## config.mk

```make
export PLATFORM = sky130hd
export DESIGN_NAME = acws_top
export DESIGN_NICKNAME = d
export VERILOG_FILES = /design/src/design/acws_pkg.sv /design/src/design/acws_top.sv
export VERILOG_INCLUDE_DIRS = /design/src /design/src/design
export SDC_FILE = /design/constraint.sdc
export NUM_CORES = 1
export LEC_CHECK = 0
export ABC_AREA = 0
export BUFFER_PORTS_ARGS = -buffer_cell sky130_fd_sc_hd__buf_2
export CORE_UTILIZATION = 51
export CTS_CLUSTER_DIAMETER = 150
export DETAILED_ROUTE_END_ITERATION = 8
export PLACE_DENSITY = 0.86
export SYNTH_ARGS = -nofsm -noshare
export SYNTH_HDL_FRONTEND = slang
export SYNTH_SLANG_ARGS = --single-unit
```

## constraint.sdc

```tcl
create_clock -name clk_sys_i -period 1.8 [get_ports clk_sys_i]
set_clock_uncertainty 0.15 [all_clocks]
set_input_delay 0.18 -clock clk_sys_i [delete_from_list [all_inputs] [get_ports clk_sys_i]]
set_output_delay 0.18 -clock clk_sys_i [all_outputs]
set_load 0.05 [all_outputs]
```

## src/design/acws_params.svh

```systemverilog
`ifndef ACWS_PARAMS_SVH
`define ACWS_PARAMS_SVH
// control word field positions
`define ACWS_WRITE_BIT   11
`define ACWS_SEQ_HI_BIT  10
`define ACWS_CH_HI_BIT   7
`define ACWS_CH_LO_BIT   6
`define ACWS_PM_HI_BIT   5
`define ACWS_PM_LO_BIT   4
`define ACWS_SEQ_LO_BIT  3
`define ACWS_RANGE_BIT   1
`define ACWS_CODING_BIT  0
// transfer framing, in falling serial clock edges
`define ACWS_CTRL_EDGES  5'h0C
`define ACWS_MUX_EDGE    5'h0E
`define ACWS_XFER_EDGES  5'h10
// power mode codes and reset word (normal power, channel 0)
`define ACWS_PM_NORMAL   2'h3
`define ACWS_PM_FULL     2'h2
`define ACWS_PM_AUTO     2'h1
`define ACWS_CTRL_RST    12'h030
`endif

```

## src/design/acws_pkg.sv

```systemverilog
package acws_pkg;
  typedef logic [1:0]  acws_ch_t;
  typedef logic [11:0] acws_word_t;
  typedef logic [4:0]  acws_cnt_t;
  typedef enum logic {ACWS_IDLE, ACWS_XFER} acws_state_e;
endpackage : acws_pkg

```

## src/design/acws_top.sv

```systemverilog
`timescale 1ns/1ps
`default_nettype none
`include "acws_params.svh"
// Overview of operation
// - write bit 1 loads next 11 bits
// - channel bits pick next conversion input
// - channel bits decode binary to inputs 0-3
// - mux switches on 14th falling edge
// - channel bits precede result on output
// - power bits 11 keep device powered
// - power bits 10 shut down, hold register
// - power bits 01 shut down after update
// - range bit picks input span
// - coding bit picks twos complement/binary
// - sequencer hi 0: channel from last write
// - sequencer 10 keeps running sequence going
// - sequencer 11 steps channel 0 to final
// - 16 clocks, first 12 bits captured
// - output 00, channel, 12 bits, falling edges
// - sequence starts at channel 0 next
module acws_top (
  input  wire logic               clk_sys_i,
  input  wire logic               resetn_i,
  input  wire logic               sclk_i,
  input  wire logic               cs_n_i,
  input  wire logic               din_i,
  input  wire logic [11:0]        conv_data_i,
  output var  logic               dout_o,
  output var  acws_pkg::acws_ch_t mux_ch_o,
  output var  logic               range_ref_o,
  output var  logic               coding_binary_o,
  output var  logic               shutdown_o,
  output var  logic               seq_active_o,
  output var  acws_pkg::acws_word_t ctrl_word_o
);
  import acws_pkg::*;

  // ********************************************
  // pin synchronisers
  // ********************************************
  logic        sclk_s1_reg, sclk_s2_reg, sclk_d_reg;
  logic        cs_s1_reg, cs_s2_reg, cs_d_reg;
  logic        din_s1_reg, din_s2_reg;

  // two flops per pin; the third stage only feeds edge detection
  // reset loads the idle pin levels, so no false edge follows reset
  always_ff @(posedge clk_sys_i) begin
    if (!resetn_i) begin
      {sclk_s1_reg, sclk_s2_reg, sclk_d_reg} <= 3'h7;
      {cs_s1_reg, cs_s2_reg, cs_d_reg}       <= 3'h7;
      {din_s1_reg, din_s2_reg}               <= 2'h0;
    end else begin
      {sclk_s1_reg, sclk_s2_reg, sclk_d_reg} <= {sclk_i, sclk_s1_reg, sclk_s2_reg};
      {cs_s1_reg, cs_s2_reg, cs_d_reg}       <= {cs_n_i, cs_s1_reg, cs_s2_reg};
      {din_s1_reg, din_s2_reg}               <= {din_i, din_s1_reg};
    end
  end

  // ********************************************
  // framing and edge count
  // ********************************************
  acws_state_e state_reg, state_next;
  acws_cnt_t   edge_cnt_reg, edge_cnt_next;
  acws_word_t  in_sh_reg, in_sh_next;
  // edges come from the second and third stages, so din, taken at the
  // same instant, has already passed its two flops
  wire logic   cs_fall   = cs_d_reg & ~cs_s2_reg;
  wire logic   cs_rise   = ~cs_d_reg & cs_s2_reg;
  wire logic   sclk_fall = sclk_d_reg & ~sclk_s2_reg;
  wire logic   in_xfer   = (state_reg == ACWS_XFER);
  wire logic   xfer_fall = in_xfer & sclk_fall & (edge_cnt_reg != `ACWS_XFER_EDGES);
  wire logic   cap_bit   = xfer_fall & (edge_cnt_reg < `ACWS_CTRL_EDGES);
  wire logic   cap_done  = cap_bit & (edge_cnt_reg == `ACWS_CTRL_EDGES - 5'h01);
  wire logic   mux_step  = xfer_fall & (edge_cnt_reg == `ACWS_MUX_EDGE - 5'h01);
  wire logic   conv_end  = xfer_fall & (edge_cnt_reg == `ACWS_XFER_EDGES - 5'h01);

  // frame state: chip select alone opens and closes a transfer
  // a frame cut short by chip select stops counting; the next fall
  // restarts the count from zero
  always_comb begin
    state_next = state_reg;
    unique case (state_reg)
      ACWS_IDLE: if (cs_fall) state_next = ACWS_XFER;
      ACWS_XFER: if (cs_rise) state_next = ACWS_IDLE;
    endcase
  end

  // only the first twelve falling edges carry control bits, msb first
  // edges past the sixteenth are dropped until the next frame
  assign edge_cnt_next = cs_fall ? 5'h00 : (xfer_fall ? edge_cnt_reg + 5'h01 : edge_cnt_reg);
  assign in_sh_next    = cap_bit ? {in_sh_reg[10:0], din_s2_reg} : in_sh_reg;

  always_ff @(posedge clk_sys_i) begin
    if (!resetn_i) begin
      state_reg    <= ACWS_IDLE;
      edge_cnt_reg <= 5'h00;
      in_sh_reg    <= 12'h000;
    end else begin
      state_reg    <= state_next;
      edge_cnt_reg <= edge_cnt_next;
      in_sh_reg    <= in_sh_next;
    end
  end

  // ********************************************
  // control word load
  // ********************************************
  acws_word_t  ctrl_reg, ctrl_next;
  logic        wr_this_reg, wr_this_next;
  wire acws_word_t new_word = {in_sh_reg[10:0], din_s2_reg};
  wire logic   do_load   = cap_done & new_word[`ACWS_WRITE_BIT];

  // write bit 0 discards the word; don't-care bits are stored and seen only on ctrl_word_o
  assign ctrl_next    = do_load ? new_word : ctrl_reg;
  // a load landing together with a frame start wins over the clear
  assign wr_this_next = do_load ? 1'b1 : (cs_fall ? 1'b0 : wr_this_reg);

  always_ff @(posedge clk_sys_i) begin
    if (!resetn_i) begin
      ctrl_reg    <= `ACWS_CTRL_RST;
      wr_this_reg <= 1'b0;
    end else begin
      ctrl_reg    <= ctrl_next;
      wr_this_reg <= wr_this_next;
    end
  end

  // ********************************************
  // channel sequencer
  // ********************************************
  acws_ch_t    mux_ch_next;
  logic        seq_next;
  wire acws_ch_t ch_field = {ctrl_reg[`ACWS_CH_HI_BIT], ctrl_reg[`ACWS_CH_LO_BIT]};
  wire logic   seq_hi    = ctrl_reg[`ACWS_SEQ_HI_BIT];
  wire logic   seq_lo    = ctrl_reg[`ACWS_SEQ_LO_BIT];
  wire logic   seq_start = wr_this_reg & seq_hi & seq_lo;
  wire logic   seq_stop  = wr_this_reg & ~seq_hi;
  // the final channel is read live, so a 10 write may move the wrap point
  wire acws_ch_t seq_step = (mux_ch_o == ch_field) ? 2'h0 : mux_ch_o + 2'h1;

  // selection: stop wins, then (re)start, then running step, then plain write
  assign mux_ch_next = !mux_step  ? mux_ch_o     :
                       seq_stop   ? ch_field     :
                       seq_start  ? 2'h0         :
                       seq_active_o ? seq_step   :
                       wr_this_reg ? ch_field    : mux_ch_o;
  assign seq_next    = !mux_step ? seq_active_o :
                       seq_stop  ? 1'b0 : (seq_start ? 1'b1 : seq_active_o);

  // a running sequence survives 10 writes; only a write with 0x stops it
  // the mux only moves on the fourteenth edge, clear of the sampled input
  always_ff @(posedge clk_sys_i) begin
    if (!resetn_i) begin
      mux_ch_o     <= 2'h0;
      seq_active_o <= 1'b0;
    end else begin
      mux_ch_o     <= mux_ch_next;
      seq_active_o <= seq_next;
    end
  end

  // ********************************************
  // power management
  // ********************************************
  logic        shut_next;
  wire logic [1:0] pm = {ctrl_reg[`ACWS_PM_HI_BIT], ctrl_reg[`ACWS_PM_LO_BIT]};

  // code 00 is refused by the host; here it simply falls through to auto hold
  // auto mode wakes on the next frame start; host owns the wake-up wait
  assign shut_next = (pm == `ACWS_PM_FULL)   ? 1'b1 :
                     (pm == `ACWS_PM_NORMAL) ? 1'b0 :
                     (conv_end & wr_this_reg) ? 1'b1 :
                     cs_fall ? 1'b0 : shutdown_o;

  always_ff @(posedge clk_sys_i) begin
    if (!resetn_i) shutdown_o <= 1'b0;
    else           shutdown_o <= shut_next;
  end

  // ********************************************
  // result shifter and outputs
  // ********************************************
  // sixteen-bit frame shifter; all zero outside a frame
  logic [15:0] out_sh_reg, out_sh_next;
  wire logic   coding_bin = ctrl_reg[`ACWS_CODING_BIT];
  // trade-off: data is taken at the frame start with no ready handshake,
  // so the core must have its result steady by then
  // core delivers straight binary; twos complement flips the msb
  wire logic [11:0] fmt_data = coding_bin ? conv_data_i :
                               {~conv_data_i[11], conv_data_i[10:0]};

  // frame: two zeros, channel of this conversion, then data msb first
  assign out_sh_next = cs_fall   ? {2'h0, mux_ch_o, fmt_data} :
                       xfer_fall ? {out_sh_reg[14:0], 1'b0}   :
                       cs_rise   ? 16'h0000 : out_sh_reg;

  always_ff @(posedge clk_sys_i) begin
    if (!resetn_i) begin
      out_sh_reg      <= 16'h0000;
      dout_o          <= 1'b0;
      range_ref_o     <= 1'b0;
      coding_binary_o <= 1'b0;
      ctrl_word_o     <= `ACWS_CTRL_RST;
    end else begin
      out_sh_reg      <= out_sh_next;
      dout_o          <= out_sh_next[15];
      range_ref_o     <= ctrl_next[`ACWS_RANGE_BIT];
      coding_binary_o <= ctrl_next[`ACWS_CODING_BIT];
      ctrl_word_o     <= ctrl_next;
    end
  end
endmodule : acws_top
`default_nettype wire

```

== Word-level counts from Yosys, hierarchy flattened ==
Index checks and enable logic that the tools add are counted.
Cells by class
  $add $sub $neg: 2
  multipliers: 0
  div/mod/pow operators: 0
  $lt $le $gt $ge: 1
  equal/unequal tests: 7
  shift-type cells: 0
  muxes and demuxes: 20
  bitwise operators: 21
  reduce and logical (&&, ||, !) cells: 9
Operators by type and width (number)
  $mux W16: 2
  $eq A5 B4 Y1 const B: 3
  $and A1 B1 Y1: 14
  $mux W14: 1
  $mux W12: 1
  $mux W2: 6
  $mux W1: 9
  $reduce_bool A4 Y1: 2
  $not A1 Y1: 7
  $reduce_bool A2 Y1: 3
  $add A5 B1 Y5 const B: 1
  $lt A5 B4 Y1 const B: 1
  $ne A5 B5 Y1 const B: 1
  $eq A2 B2 Y1 const B: 2
  $reduce_and A2 Y1: 2
  $reduce_bool A3 Y1: 1
  $add A2 B1 Y2 const B: 1
  $eq A2 B2 Y1: 1
  $pmux W1 S2: 1
  $reduce_or A2 Y1: 1
Word-level totals
  bits in registers: 60
  latch bits: 0
  memory bits (writable): 0
  bits in read-only memories: 0
  bits of input ports: 17
  output and inout bits: 19
  word-level logic and storage cells: 82
  memories: 0

== Depth between registers and ports, before layout ==
  word-level depth: 9
  mapped depth: 8

== Least setup slack after synthesis ==
OpenSTA, ideal clock, no wires.
  path type: register -> register
  start: register cs_s2_reg
  end: register out_sh_reg[0]
  data arrival time: 1441 ps
  slack: 76 ps
  stages on the path, launching flop included: 8
  buffers on the path: 2
  clock period less this slack: 1724 ps
  cell sequence: dfxtp_1 inv_1 ha_1 clkbuf_1 clkbuf_1 inv_1 o211ai_1 a21oi_1
On the way
  longest elaborated chain between the ends: 3
  elaborated cells between the ends (all ways): 5
  classes of those cells: mux: 1; bitwise: 3; reduce/logical: 1
RTL lines
  from (decl): line acws_top.sv:42  | logic cs_s1_reg, cs_s2_reg, cs_d_reg;
  from (signal assigned): line acws_top.sv:54  | {cs_s1_reg, cs_s2_reg, cs_d_reg} <= {cs_n_i, cs_s1_reg, cs_s2_reg};
  $not A1 Y1: line acws_top.sv:67  | wire logic cs_fall = cs_d_reg & ~cs_s2_reg;
  $and A1 B1 Y1: line acws_top.sv:67
  $reduce_bool A3 Y1 (no line) / $mux W14 (equally long branches)
  to (signal assigned): line acws_top.sv:205  | out_sh_reg <= out_sh_next;
  to (decl): line acws_top.sv:184  | logic [15:0] out_sh_reg, out_sh_next;
Parallel ways exist; a longest one is shown, timed or not.
A chain may end at the register's enable or synchronous reset.

== Worst setup path after layout ==
  start: register edge_cnt_reg[0]
  end: register out_sh_reg[1]
On the way
  longest elaborated chain between the ends: 4
  elaborated cells between the ends (all ways): 5
  classes of those cells: eq/ne: 1; mux: 2; bitwise: 1; reduce/logical: 1
RTL lines
  from (decl): line acws_top.sv:63  | acws_cnt_t edge_cnt_reg, edge_cnt_next;
  from (signal assigned): line acws_top.sv:100  | edge_cnt_reg <= edge_cnt_next;
  $ne A5 B5 Y1 (no line) *
  $and A1 B1 Y1 *: line acws_top.sv:71  | wire logic xfer_fall = in_xfer & sclk_fall & (edge_cnt_reg != `ACWS_XFER_EDGES);
  $mux W16: line acws_top.sv:194  | xfer_fall ? {out_sh_reg[14:0], 1'b0} :
  $mux W14: line acws_top.sv:193  | assign out_sh_next = cs_fall ? {2'h0, mux_ch_o, fmt_data} :
Every way passes the cells marked *; elsewhere a longest branch is shown, timed or not.

==> flow_summary.toml <==
[status]
status = "complete, no violations"

[timing]
min_period_ps = 1770
hold_viol_final = 0
setup-violations-final = 0
slew_viol_final = 0
relSlewSlack = 0.747
fmax_mhz = 564
tightestPinTransition_ps = 379
setup_tns_ps = 0
period_share = 0.985

[power]
p_seq_frac = 0.522
comb_power_share = 0.058
p_sw_uw = 594
p_clk_frac = 0.419
swShare = 0.239
internal_power_mw = 1.90
peakVddDrop_v = 0.000560
leakagePower_nw = 1.45
powerDensity_nw_per_um2 = 753

[place]
gp_congestion = 0.858
place_area_sq_um = 2810
portBuffers = 35
dp_hpwl_um = 3650

[synth]
ys_top_cells_by_count = "dfxtp_1, nand2_1, a21oi_1, nor2_1"
syn-num-nets = 303
synth_cell_types = 41
synth-seq-cells = 58
synth_most_common_cell = "dfxtp_1"
netlist_area_sq_um = 2520
async_flop_share = 0
syn_area_per_cell_sq_um = 9.00
yosysWarnings = 0
synth_ff_type = "dfxtp_1"
synth-edff-count = 0
syn_inst = 280
synth_top_area_cell = "dfxtp_1"
synth_top_area_frac = 0.461
ys_top_cells_by_area = "dfxtp_1, nand2_1, a21oi_1"
yosysSeqAreaShare = 0.461

[critical_path]
start_kind = "flop"
crit_path_cell_trace = "inv_1 > ha_2 > nand4bb_1 > buf_4 > and2_4 > a31o_1 > a22o_1"
setup.worst_path.end_class = "flop"
cp_top_family = "compound AO/OA/AOI/OAI gates"
crit_path_max_fanout = 5
cp_data_arrival_time_ps = 1860
cp_slowest_cell = "dfxtp_2"
cpPeakStageDelay_ps = 330
crit_required_ps = 1890
crit_buf_inv = 2
crit_type = "reg -> reg"

[clock_tree]
cts_buffers = 9
htree_num_levels = 3
clock_path_buffers = 2
cts_root_buffer = "clkbuf_8"
cts_tree = "built"
clk_latency_ps = 350
clkSinkCount = 58
clk_pin_slew_ps = 70

[worst_hold_path]
hp-class = "in -> reg"

[finish]
syn2layout_area_growth_pct = 31.2
multi_input_area_sq_um = 1220
largest_register_ff_count = 15
fin_nets = 378
drive_gt1_frac = 0.281
seqCellArea_sq_um = 1160
n_fill_cell = 343
final_util = 0.696
design_area_sq_um = 3310
diodes = 0

[die]
die_area_sq_um = 5230
core_sq_um = 4750
initial_core_util = 0.530
chipWidth_um = 72.3
io_pins = 36
placementRows = 25
chipHeight_um = 72.3

[global_route]
grt_pass1_wl_um = 9750
grt-ovfl-total = 0
grt_max_degree = 27
grt_pass1_vias = 2072
grt_use_total = 0.249
antenna_found_initial = 0

[drt]
ant_nets = 0
drc = 0
dr.pass1.iters = 5
drt_iter0_drc = 247
totalWireLength_um = 7220
vias = 2504
routed_via_density = 5.86
wire_per_inst_um = 16.9

[job]
maxCapViolations = 0
[per-layer routing]
layer	up-vias	wire length, um	track usage
met5	-	0	0
met4	0	284	0.113
met3	37	522	0.0986
met2	140	3550	0.381
met1	1201	2860	0.310
li1	1126	-	-
[metrics by stage]
step	cells	power (mW)	hold WS (ps)	worst slack (ps)
final	427	2.49	58.3	26.9
after floorplan	280	1.39	131	76.2
after detailed placement	379	1.43	218	-40.8
after global routing	427	2.57	96.6	-51.1
after CTS	413	2.46	58.9	8.18
after global placement	379	1.43	212	58.0
[power groups by stage]
stage	clock network [mW]	logic, mW	registers [mW]
global placement	0	0.100	1.33
detailed placement	0	0.102	1.33
CTS	1.03	0.131	1.30
global route	1.12	0.154	1.30
finish	1.04	0.146	1.30
floorplan	0	0.0575	1.33
[cell usage in the layout, fill, tap and decap left out, drive strengths merged, types with 4 or more instances in the layout]
cell | netlist | layout
a22o | 12 | 12
dlygate4sd3 | 0 | 15
ha | 6 | 6
a31o | 12 | 12
buf | 12 | 68
nand3 | 5 | 5
nand2 | 48 | 48
a21oi | 33 | 33
inv | 13 | 13
a211oi | 4 | 4
nand2b | 6 | 6
mux2i | 12 | 12
clkbuf | 10 | 14
and2 | 4 | 6
nor2 | 15 | 15
dfxtp | 58 | 58
[worst reg2reg max path, delay by kind of cell (launching register included)]
family,cells,cell delay (ps)
AOI/OAI and AO/OA,2,440
adders and majority gates,1,160
buffers and inverters,2,270
DFF,1,330
and+or+nand+nor,2,320
[cells by family after synthesis]
group | count (synthesis) | share of synthesized area
AO/OA/AOI/OAI | 75 | 0.204
XOR/XNOR | 5 | 0.0174
AND/OR/NAND/NOR | 89 | 0.168
flip-flops | 58 | 0.461
adder cells (fa/ha/maj) | 6 | 0.0298
multiplexers | 12 | 0.0476
buffers and inverters | 35 | 0.0730
[cell type report]
cell class,instances,share of cell area
clock buffer,13,0.0450
inverter,13,0.0148
timing repair buffer,84,0.191
tap,67,0.0253
clock inverter,3,0.00454
sequential,58,0.352
multi-input combinational,189,0.368
[path summary, 6_finish.rpt]
path / startpoint / endpoint / slack [ps] / cells past startpoint
worst min register to register: cs_s1_reg / cs_s2_reg / 260 / 1
worst min-delay path: conv_data_i[11] / out_sh_reg[11] / 60 / 4
worst max-delay path: edge_cnt_reg[0] / out_sh_reg[1] / 30 / 7
worst max register to register: edge_cnt_reg[0] / out_sh_reg[1] / 30 / 7
[repair_timing]
item,4_1_cts,5_1_grt
gates resized for setup,6,10
cloned,1,3
setup buffers,2,11
endpoints found under the setup margin,10,34
pin swaps,1,5
hold buffers,15,0
endpoints found under the hold margin,17,0
Note: power is estimated with default switching activity, not from simulation.
